**config.mk**
```make
export PLATFORM = sky130hd
export DESIGN_NAME = strip_hit_timestamp_frontend
export DESIGN_NICKNAME = d
export VERILOG_FILES = /design/src/rtl/strip_hit_timestamp_frontend.v
export VERILOG_INCLUDE_DIRS = /design/src /design/src/inc
export SDC_FILE = /design/constraint.sdc
export NUM_CORES = 1
export LEC_CHECK = 0
export BUFFER_PORTS_ARGS = -buffer_cell sky130_fd_sc_hd__buf_2
export CAP_MARGIN = 20
export CORE_UTILIZATION = 65
export CTS_CLUSTER_SIZE = 25
export DETAILED_ROUTE_END_ITERATION = 16
export GPL_TIMING_DRIVEN = 0
export PLACE_DENSITY = 0.91
export SYNTH_ARGS = -nofsm -noshare
export SYNTH_HDL_FRONTEND = slang
export SYNTH_SLANG_ARGS = --single-unit
```
**constraint.sdc**
```tcl
create_clock -name sys_clk_i -period 14.8 [get_ports sys_clk_i]
set_clock_uncertainty 0.05 [all_clocks]
set_input_delay 2.22 -clock sys_clk_i [delete_from_list [all_inputs] [get_ports sys_clk_i]]
set_output_delay 2.22 -clock sys_clk_i [all_outputs]
set_load 0.005 [all_outputs]
```
**src/inc/strip_hit_timestamp_frontend_defines.vh**
```
/*
 * Constants for the strip hit timestamp front end: clock rates, timestamp
 * sizing, event word layout, link framing and buffer sizes.
 * Assumes it is included by bare name from the design file.
 */
`ifndef STRIP_HIT_TIMESTAMP_FRONTEND_DEFINES_VH
`define STRIP_HIT_TIMESTAMP_FRONTEND_DEFINES_VH

// ----------------------------------------------------------------
// clocks and timestamp
// ----------------------------------------------------------------
`define SYS_CLK_HZ 40000000
`define TS_RESOLUTION_NS 100
`define TS_CLK_HZ 10000000
`define TS_RESET_HZ 1
`define TS_DIV (`SYS_CLK_HZ / `TS_CLK_HZ)
`define TS_SPAN (`TS_CLK_HZ / `TS_RESET_HZ)

// ----------------------------------------------------------------
// channels, event word, thresholds
// ----------------------------------------------------------------
`define NUM_CHAN 64
`define WORD_BITS 88
`define THR_W 8
`define MODE_AUTO 1'h0
`define PIPE_DEPTH 4
`define FIFO_DEPTH 4

// ----------------------------------------------------------------
// serial link
// ----------------------------------------------------------------
`define LINK_MHZ 100
`define LINK_LANES ((`LINK_MHZ * 1000000 + `SYS_CLK_HZ - 1) / `SYS_CLK_HZ)
`define HDR_BITS 2
`define HDR_CODE 2'h2
`define FRAME_BITS (`WORD_BITS + `HDR_BITS)
`define FRAME_CYCLES ((`FRAME_BITS + `LINK_LANES - 1) / `LINK_LANES)
`define EVENT_MAX_NS 1000
`define EVENT_MAX_CYCLES (`EVENT_MAX_NS * (`SYS_CLK_HZ / 1000000) / 1000)

`endif

```
**src/rtl/strip_hit_timestamp_frontend.v**
```verilog
/*
 * Digital logic of a 64-channel strip front end: hit sampling pipeline,
 * synchronised timestamp counter, acceptance, event queue and serial link.
 * Assumes discriminator bits, the counter reset and all controls are
 * synchronous to sys_clk_i; the concentrator samples every link cycle.
 */
// Functional notes
// - timestamp advances on common clock tick, clears on global counter reset.
// - on any hit, current timestamp is captured beside that hit pattern.
// - one timestamp count per 100 ns tick, 10 MHz made from system clock.
// - counter sized to span a full 1 Hz reset interval without wrapping.
// - 64 hit channels, one discriminator bit each per clock.
// - one common threshold setting drives all channels of the chip.
// - rising edges (0 to 1 changes) are sampled into a shift register every clock.
// - at shift register output each sample is written or discarded.
// - stored event is timestamp plus 64-bit hit pattern.
// - accept mode is auto nonzero or a minimum hit multiplicity.
// - transmitter sends while queue holds events, idles when empty.
// - queue holds several whole events in first-in first-out order.
// - link carries at least 100 Mbit/s; receiver samples every cycle.
// - each output word is 88 bits for one clock period's state.
// - one framed event leaves within 1 us.
`timescale 1ns/100ps
`include "strip_hit_timestamp_frontend_defines.vh"

module strip_hit_timestamp_frontend #(
    parameter NUM_CHAN = `NUM_CHAN,
    parameter PIPE_DEPTH = `PIPE_DEPTH,
    parameter FIFO_DEPTH = `FIFO_DEPTH,
    parameter LANES = `LINK_LANES
) (
    input wire sys_clk_i,
    input wire rstn_i,
    input wire [NUM_CHAN-1:0] hit_i,
    input wire ts_reset_i,
    input wire [`THR_W-1:0] threshold_i,
    input wire accept_mode_i,
    input wire [6:0] min_hits_i,
    input wire ovf_clear_i,
    output wire [`THR_W-1:0] threshold_o,
    output wire [LANES-1:0] tx_data_o,
    output wire tx_frame_o,
    output wire overflow_o,
    output wire [23:0] timestamp_o
);

// ----------------------------------------------------------------
// local sizes
// ----------------------------------------------------------------
localparam TS_W = $clog2(`TS_SPAN);
localparam DIV_W = $clog2(`TS_DIV);
localparam integer DIV_END = `TS_DIV - 1;
localparam [DIV_W-1:0] DIV_LAST = DIV_END[DIV_W-1:0];
localparam [TS_W-1:0] TS_MAX = {TS_W{1'b1}};
localparam AW = $clog2(FIFO_DEPTH);
localparam integer DEPTH_END = FIFO_DEPTH;
localparam integer PTR_END = FIFO_DEPTH - 1;
localparam [AW:0] FIFO_FULL = DEPTH_END[AW:0];
localparam [AW-1:0] PTR_LAST = PTR_END[AW-1:0];
localparam FB = LANES * `FRAME_CYCLES;
localparam CW = $clog2(`FRAME_CYCLES + 1);
localparam integer FRAME_END = `FRAME_CYCLES - 1;
localparam [CW-1:0] FRAME_LAST = FRAME_END[CW-1:0];
localparam S_IDLE = 2'h1;
localparam S_SEND = 2'h2;

function [6:0] popcount;
    input [NUM_CHAN-1:0] v;
    integer k;
    begin
        popcount = 7'h00;
        for (k = 0; k < NUM_CHAN; k = k + 1) begin
            popcount = popcount + {6'h00, v[k]};
        end
    end
endfunction

// ----------------------------------------------------------------
// threshold and timestamp counter
// ----------------------------------------------------------------
reg [`THR_W-1:0] thr_q;
reg [DIV_W-1:0] div_q;
reg [TS_W-1:0] ts_q;
wire tick = (div_q == DIV_LAST);

always @(posedge sys_clk_i or negedge rstn_i) begin
    if (!rstn_i) begin
        thr_q <= {`THR_W{1'b0}};
        div_q <= {DIV_W{1'b0}};
        ts_q <= {TS_W{1'b0}};
    end else begin
        thr_q <= threshold_i;
        if (ts_reset_i) begin
            // divider realigned too, so every chip ticks in phase
            div_q <= {DIV_W{1'b0}};
            ts_q <= {TS_W{1'b0}};
        end else begin
            div_q <= tick ? {DIV_W{1'b0}} : div_q + 1'b1;
            // saturate rather than wrap if a reset is ever missed
            if (tick && ts_q != TS_MAX) begin
                ts_q <= ts_q + 1'b1;
            end
        end
    end
end

assign threshold_o = thr_q;
assign timestamp_o = ts_q;

// ----------------------------------------------------------------
// hit sampling shift register
// ----------------------------------------------------------------
reg [NUM_CHAN-1:0] prev_q;
reg [NUM_CHAN-1:0] sr_hit_q [0:PIPE_DEPTH-1];
reg [TS_W-1:0] sr_ts_q [0:PIPE_DEPTH-1];
wire [NUM_CHAN-1:0] edges = hit_i & ~prev_q;

always @(posedge sys_clk_i or negedge rstn_i) begin
    if (!rstn_i) begin
        prev_q <= {NUM_CHAN{1'b0}};
        sr_hit_q[0] <= {NUM_CHAN{1'b0}};
        sr_ts_q[0] <= {TS_W{1'b0}};
    end else begin
        prev_q <= hit_i;
        sr_hit_q[0] <= edges;
        sr_ts_q[0] <= ts_q;
    end
end

genvar g;
generate
    for (g = 1; g < PIPE_DEPTH; g = g + 1) begin : stage
        always @(posedge sys_clk_i or negedge rstn_i) begin
            if (!rstn_i) begin
                sr_hit_q[g] <= {NUM_CHAN{1'b0}};
                sr_ts_q[g] <= {TS_W{1'b0}};
            end else begin
                sr_hit_q[g] <= sr_hit_q[g-1];
                sr_ts_q[g] <= sr_ts_q[g-1];
            end
        end
    end
endgenerate

// ----------------------------------------------------------------
// acceptance at shift register output
// ----------------------------------------------------------------
wire [NUM_CHAN-1:0] out_hits = sr_hit_q[PIPE_DEPTH-1];
wire nonzero = |out_hits;
wire accept = (accept_mode_i == `MODE_AUTO) ? nonzero :
    (nonzero && popcount(out_hits) >= min_hits_i);
wire [`WORD_BITS-1:0] event_word = {sr_ts_q[PIPE_DEPTH-1], out_hits};

// ----------------------------------------------------------------
// event queue
// ----------------------------------------------------------------
reg [`WORD_BITS-1:0] mem_q [0:FIFO_DEPTH-1];
reg [AW-1:0] wr_q;
reg [AW-1:0] rd_q;
reg [AW:0] cnt_q;
reg ovf_q;
wire full = (cnt_q == FIFO_FULL);
wire empty = (cnt_q == {(AW+1){1'b0}});
wire push = accept && !full;
wire pop;

always @(posedge sys_clk_i) begin
    if (push) begin
        mem_q[wr_q] <= event_word;
    end
end

always @(posedge sys_clk_i or negedge rstn_i) begin
    if (!rstn_i) begin
        wr_q <= {AW{1'b0}};
        rd_q <= {AW{1'b0}};
        cnt_q <= {(AW+1){1'b0}};
        ovf_q <= 1'b0;
    end else begin
        if (push) begin
            wr_q <= (wr_q == PTR_LAST) ? {AW{1'b0}} : wr_q + 1'b1;
        end
        if (pop) begin
            rd_q <= (rd_q == PTR_LAST) ? {AW{1'b0}} : rd_q + 1'b1;
        end
        if (push && !pop) begin
            cnt_q <= cnt_q + 1'b1;
        end else if (pop && !push) begin
            cnt_q <= cnt_q - 1'b1;
        end
        // a drop in the clearing cycle keeps the flag set
        if (accept && full) begin
            ovf_q <= 1'b1;
        end else if (ovf_clear_i) begin
            ovf_q <= 1'b0;
        end
    end
end

assign overflow_o = ovf_q;

// ----------------------------------------------------------------
// serial transmitter
// ----------------------------------------------------------------
reg [1:0] state_q;
reg [FB-1:0] shift_q;
reg [CW-1:0] bit_q;
assign pop = (state_q == S_IDLE) && !empty;

always @(posedge sys_clk_i or negedge rstn_i) begin
    if (!rstn_i) begin
        state_q <= S_IDLE;
        shift_q <= {FB{1'b0}};
        bit_q <= {CW{1'b0}};
    end else begin
        case (state_q)
            S_IDLE: begin
                if (!empty) begin
                    // header first, then the 88-bit word msb first
                    shift_q <= {`HDR_CODE, mem_q[rd_q],
                        {(FB - `FRAME_BITS){1'b0}}};
                    bit_q <= {CW{1'b0}};
                    state_q <= S_SEND;
                end
            end
            S_SEND: begin
                shift_q <= {shift_q[FB-LANES-1:0], {LANES{1'b0}}};
                bit_q <= bit_q + 1'b1;
                if (bit_q == FRAME_LAST) begin
                    state_q <= S_IDLE;
                end
            end
            default: begin
                state_q <= S_IDLE;
            end
        endcase
    end
end

assign tx_frame_o = (state_q == S_SEND);
// register is fully shifted out by the last frame cycle, so idle lanes are 0
assign tx_data_o = shift_q[FB-1:FB-LANES];

endmodule
```
# ---- After elaboration in Yosys (flattened, before gate mapping)
# Memory sizes are Yosys's and may differ from the RTL's.
# Index checks and enable logic that the tools add are counted.
dict set report totals {
  regBits 555
  latch_bits 0
  mem_bits_rw 352
  mem_bits_ro 0
  input_bits 84
  output_inout_bits 37
  elab_cells 142
  mem_count 1
}
# name depth word_bits read_ports rd_clocked_by_memory_dff wr line_no
set mem_list {}
lappend mem_list {mem_q 4 88 1 0 1 strip_hit_timestamp_frontend.v:157} ;# reg [`WORD_BITS-1:0] mem_q [0:FIFO_DEPTH-1];
dict set report classes {
  addsub 70
  multipliers 0
  div_mod_pow 0
  magnitude_cmp 1
  n_eq_ne 10
  shifts 0
  n_mux 20
  bitwise_logic 2
  n_reduce_logical 19
}
# operator n
set ops {}
lappend ops {{7-bit by 1-bit adder with 7-bit output} 57}
lappend ops {{90-bit case mux with 2 select lines} 1}
lappend ops {{90-bit two-way mux} 1}
lappend ops {{64-bit bitwise AND} 1}
lappend ops {{64-bit inverter} 1}
lappend ops {{64-bit OR reduction} 1}
lappend ops {{24-bit two-way mux} 2}
lappend ops {{24-bit by 1-bit adder with 24-bit output, second input constant} 1}
lappend ops {{24-bit inequality test, second input constant} 1}
lappend ops {{2-bit two-way mux} 6}
lappend ops {{5-bit case mux with 2 select lines} 1}
lappend ops {{2-bit equality test, second input constant} 4}
lappend ops {{2-bit nonzero test} 4}
lappend ops {{6-bit by 1-bit adder with 7-bit output} 1}
lappend ops {{7-bit >= comparator} 1}
lappend ops {{1-bit logical AND} 7}
lappend ops {{2-bit by 1-bit adder with 2-bit output, second input constant} 3}
lappend ops {{5-bit by 1-bit adder with 6-bit output} 1}
lappend ops {{3-bit two-way mux} 2}
lappend ops {{4-bit by 1-bit adder with 5-bit output} 1}
lappend ops {{5-bit by 1-bit adder with 5-bit output, second input constant} 1}
lappend ops {{5-bit equality test, second input constant} 1}
lappend ops {{1-bit two-way mux} 5}
lappend ops {{5-bit two-way mux} 1}
lappend ops {{other kinds (13)} 17}

# ---- Depth between registers and ports, before layout
dict set report depth {
  word_depth 71
  depth_mapped 31
  depth_no_buf 31
}

# ---- Worst setup path after synthesis
# Ideal clock, no wire load.
dict set report synth_timing {
  kind {reg-to-reg}
  from {register sr_hit_q, in the netlist out_hits[41]}
  to {memory mem_q[0][0] (netlist name) (enable)}
  setup_time_ps 456
  arrival_ps 8548
  t_required_ps 14294
  slack_ps 5746
  path_stages_with_launch 26
  n_path_buf 0
  synth_period_minus_slack_ps 9054
  path_cell_list {dfrtp_1 inv_1 fa_1 inv_1 fa_1 inv_1 fa_1 fa_1 inv_1 fa_1 fa_1 fa_1 inv_1 fa_1 inv_1 ha_1 a21o_1 a21oi_1 o21bai_1 a21o_1 ha_1 nand2_1 o2111ai_1 a21oi_1 a211oi_2 and2_1}
}
dict set report synth_via {
  elab_chain_cells 29
  elab_cells_between_ends 30
  classes_between {add/sub (23); order compare (1); mux (3); reduce/logical (3)}
}
# item line_no
set synth_lines {}
lappend synth_lines {{from (decl)} strip_hit_timestamp_frontend.v:114} ;# reg [NUM_CHAN-1:0] sr_hit_q [0:PIPE_DEPTH-1];
lappend synth_lines {{from (signal, indexed assignment)} strip_hit_timestamp_frontend.v:135} ;# sr_hit_q[g] <= {NUM_CHAN{1'b0}};
lappend synth_lines {{from (signal, indexed assignment)} strip_hit_timestamp_frontend.v:138} ;# sr_hit_q[g] <= sr_hit_q[g-1];
lappend synth_lines {{7-bit by 1-bit adder with 7-bit output (23 in series)} strip_hit_timestamp_frontend.v:73} ;# popcount = popcount + {6'h00, v[k]};
lappend synth_lines {{7-bit >= comparator} strip_hit_timestamp_frontend.v:151} ;# (nonzero && popcount(out_hits) >= min_hits_i);
lappend synth_lines {{1-bit logical AND} strip_hit_timestamp_frontend.v:151}
lappend synth_lines {{1-bit two-way mux *} strip_hit_timestamp_frontend.v:150} ;# wire accept = (accept_mode_i == `MODE_AUTO) ? nonzero :
lappend synth_lines {{1-bit logical AND *} strip_hit_timestamp_frontend.v:164} ;# wire push = accept && !full;
lappend synth_lines {{named net push} strip_hit_timestamp_frontend.v:164}
lappend synth_lines {{1-bit two-way mux *} strip_hit_timestamp_frontend.v:168} ;# if (push) begin
lappend synth_lines {{1-bit two-way mux (implied by the code) *} strip_hit_timestamp_frontend.v:169} ;# mem_q[wr_q] <= event_word;
lappend synth_lines {{to (decl)} strip_hit_timestamp_frontend.v:157}
# The timed path passes the listed nets; every way through them passes the cells marked *.

# ---- Worst setup path in the final report
dict set report layout_timing {
  from {register sr_hit_q, in the netlist out_hits[59]}
  to {memory mem_q[0][66] (netlist name) (enable)}
}
dict set report layout_via {
  elab_chain_cells 11
  elab_cells_between_ends 12
  classes_between {add/sub (5); order compare (1); mux (3); reduce/logical (3)}
}
# item line_no
set layout_lines {}
lappend layout_lines {{7-bit by 1-bit adder with 7-bit output (5 in series)} strip_hit_timestamp_frontend.v:73}
lappend layout_lines {{7-bit >= comparator} strip_hit_timestamp_frontend.v:151}
lappend layout_lines {{1-bit logical AND} strip_hit_timestamp_frontend.v:151}
lappend layout_lines {{1-bit two-way mux *} strip_hit_timestamp_frontend.v:150}
lappend layout_lines {{1-bit logical AND *} strip_hit_timestamp_frontend.v:164}
lappend layout_lines {{named net push} strip_hit_timestamp_frontend.v:164}
lappend layout_lines {{1-bit two-way mux *} strip_hit_timestamp_frontend.v:168}
lappend layout_lines {{1-bit two-way mux (implied by the code) *} strip_hit_timestamp_frontend.v:169}
# Marked as above.

==> impl_metrics.tcl <==
set metrics [dict create \
    drtIter0Drc 2441 \
    cts.htree.levels 3 \
    io_buffers 119 \
    ant_nets 0 \
    cts_tree "built" \
    holdWs_ns 0.290 \
    start_kind "flip-flop" \
    p_per_area_nw_per_um2 267 \
    finalCritPeriodShare 0.620 \
    drcViolationCount 0 \
    wl_um 77100 \
    layout_setup_ws_ns 5.62 \
    fmax_ghz 0.109 \
    synth-main-ff-cell "dfrtp_1" \
    avgSynthCellArea_um2 17.6 \
    core_area_um2 47900 \
    async_flop_share 0.612 \
    nFillCells 2223 \
    setup_violations 0 \
    cts-root-buf "clkbuf_16" \
    netlist_area_um2 31700 \
    synth_top_area_frac 0.438 \
    num_vias 17600 \
    synth_common_cells "554 x dfrtp_1, 352 x edfxtp_1, 203 x nand2_1" \
    dr.pass1.iters 8 \
    critPathArrivalTime_ns 9.42 \
    dieArea_um2 49600 \
    clock_path_buffers 3 \
    rsz0062_at_grt "false" \
    post_cts_buffers 0 \
    ys_seq_elements 907 \
    vias_per_cell 6.52 \
    grt_pass1_vias 18600 \
    worst-path-max-fanout 58 \
    yosysWarningCount 0 \
    final_layout_size_suffix_gt1_frac 0.188 \
    synth_cells 1796 \
    io_pins 121 \
    crit_path_end_kind "flip-flop" \
    grt_use_total 0.326 \
    final.setup.tns_ns 0 \
    clkSinkCount 907 \
    fin_nets 2181 \
    hold_viol 0 \
    ff_latch_area_um2 24500 \
    pre_cts_slack_ns 6.06 \
    tightest_slew_ns 1.01 \
    antenna_found_initial 1 \
    ys_types 53 \
    holdBufCountCts 0 \
    rows 80 \
    die_height_um 223 \
    run_status "finished, final reports clean" \
    relSlewSlack 0.329 \
    clock_latency_ns 0.65 \
    vdd_drop_max_v 0.000301 \
    worstSetupPathType "reg2reg" \
    grt_pass1_wl_um 117000 \
    chipWidth_um 223 \
    globalplace.congestion 0.872 \
    ys_seq_area_frac 0.772 \
    required_ns 15.04 \
    multiInputGateArea_um2 6530 \
    maxCapViolations 0 \
    worst_setup_hold_path_clk_slew_ns 0.07 \
    dp_hpwl_um 40600 \
    hp-class "reg2reg" \
    syn-num-nets 1968 \
    numCtsBuffers 84 \
    grt_max_degree 144 \
    yosys.area.top_type "dfrtp_1" \
    final_cells 2697 \
    drv_slew 0 \
    synthTopCellsByArea "dfrtp_1 44%, edfxtp_1 33%, mux4_2 6.3%" \
    yosysMostFrequentCell "dfrtp_1" \
    power_leakage_nw 15.6 \
    fin_crit_ns 9.18 \
    start_util 0.661 \
    cts_resized 0 \
    detail_route.wl_per_cell_um 28.6 \
    syn_to_final_growth_pct 13.9 \
    synth_edf_count 352 \
    placed_cells 2538 \
    grt_overflow 0 \
]
-- area by class of cell --
| class | count | share of cell area |
|---|---|---|
| Buffer | 57 | 0.00686 |
| Timing Repair Buffer | 127 | 0.0229 |
| Inverter | 122 | 0.0127 |
| Antenna cell | 1 | 0.0000693 |
| Multi-Input combinational cell | 710 | 0.181 |
| Clock inverter | 29 | 0.00815 |
| Sequential cell | 907 | 0.678 |
| Tap cell | 615 | 0.0213 |
| Clock buffer | 129 | 0.0695 |
-- placed cells by master, fill, tap and decap left out, types with 5 or more instances in the layout --
| cell type | Yosys | final |
|---|---|---|
| a21oi_1 | 21 | 21 |
| a22oi_1 | 85 | 85 |
| buf_1 | 7 | 7 |
| buf_16 | 0 | 8 |
| buf_2 | 18 | 136 |
| clkbuf_1 | 29 | 53 |
| clkbuf_16 | 0 | 87 |
| clkbuf_8 | 0 | 17 |
| clkinv_2 | 0 | 15 |
| dfrtp_1 | 554 | 554 |
| edfxtp_1 | 352 | 352 |
| fa_1 | 55 | 55 |
| ha_1 | 33 | 33 |
| inv_1 | 122 | 122 |
| mux4_2 | 88 | 88 |
| nand2_1 | 203 | 203 |
| nand3_1 | 17 | 17 |
| nand4_1 | 10 | 10 |
| nor2_1 | 18 | 18 |
| nor2b_1 | 68 | 68 |
| nor4_1 | 14 | 14 |
| o21ai_0 | 21 | 21 |
| or3_1 | 13 | 13 |
| xnor2_1 | 5 | 5 |
| xor2_1 | 10 | 10 |
-- where the power goes --
part,switching (mW),internal (mW)
logic,2.20,1.28
registers,0.376,3.55
clock network,0.951,1.25
total,3.53,6.09
-- stage by stage --
stage | util | total power [mW] | instance area (µm²)
2_1_floorplan | - | 5.92 | 31700
5_1_grt | 0.753 | 9.93 | 36100
4_1_cts | 0.753 | 9.54 | 36100
3_5_place_dp | 0.694 | 7.05 | 33300
3_3_place_gp | 0.689 | 6.71 | 33000
6_report | 0.753 | 9.62 | 36100
-- critical path: stages, from the launching register on --
cell and delay [ns]:
dfrtp_1 0.47, inv_1 0.10, fa_1 0.55, fa_1 0.66, inv_1 0.13, fa_1 0.56, inv_1 0.08, fa_1 0.40
inv_1 0.09, fa_1 0.46, fa_1 0.58, fa_1 0.45, fa_1 0.52, ha_1 0.33, a21o_1 0.21, a21oi_1 0.35
o21bai_1 0.14, a21oi_1 0.24, xnor2_1 0.20, ha_1 0.33, nand2_1 0.06, o2111ai_1 0.19, a21oi_1 0.11, a211oi_2 0.49
and2_4 0.62, buf_16 0.40
-- final timing paths --
kind                               start            end  slack [ns]  cells after the start
max                         out_hits[59]   mem_q[0][66]        5.62                     25
min                        sr_hit_q[164]  sr_hit_q[100]        0.29                      0
max reg2reg                 out_hits[59]   mem_q[0][66]        5.62                     25
min reg2reg                sr_hit_q[164]  sr_hit_q[100]        0.29                      0
max in group asynchronous         rstn_i   out_hits[62]       11.34                      3
min in group asynchronous         rstn_i     prev_q[20]        1.58                      1
-- registers in the layout, indices dropped and copies added, names as in the netlist --
register     cells
shift_q         90
overflow_o       1
threshold_o      8
rd_q             2
mem_q          352
bit_q            5
event_word      24
out_hits        64
sr_hit_q       192
timestamp_o     24
wr_q             2
cnt_q            3
sr_ts_q         72
div_q            2
state_q          2
prev_q          64
-- layer usage --
| metal | vias to the layer above | GRT usage | share of wire |
|---|---|---|---|
| met3 | 370 | 0.0665 | 0.095 |
| met4 | 0 | 0.175 | 0.060 |
| met1 | 8986 | 0.418 | 0.34 |
| met2 | 1453 | 0.533 | 0.50 |
| met5 | - | 0 | 0 |
| li1 | 6769 | - | - |
-- cells by family after synthesis --
group / synth area share
XOR/XNOR: 0.00415
multiplexers: 0.0643
AND/OR/NAND/NOR: 0.0562
AO/OA/AOI/OAI: 0.0333
flip-flops: 0.772
buffers and inverters: 0.0223
adder cells (fa/ha/maj): 0.0478
Note: power is estimated with default switching activity, not from simulation.
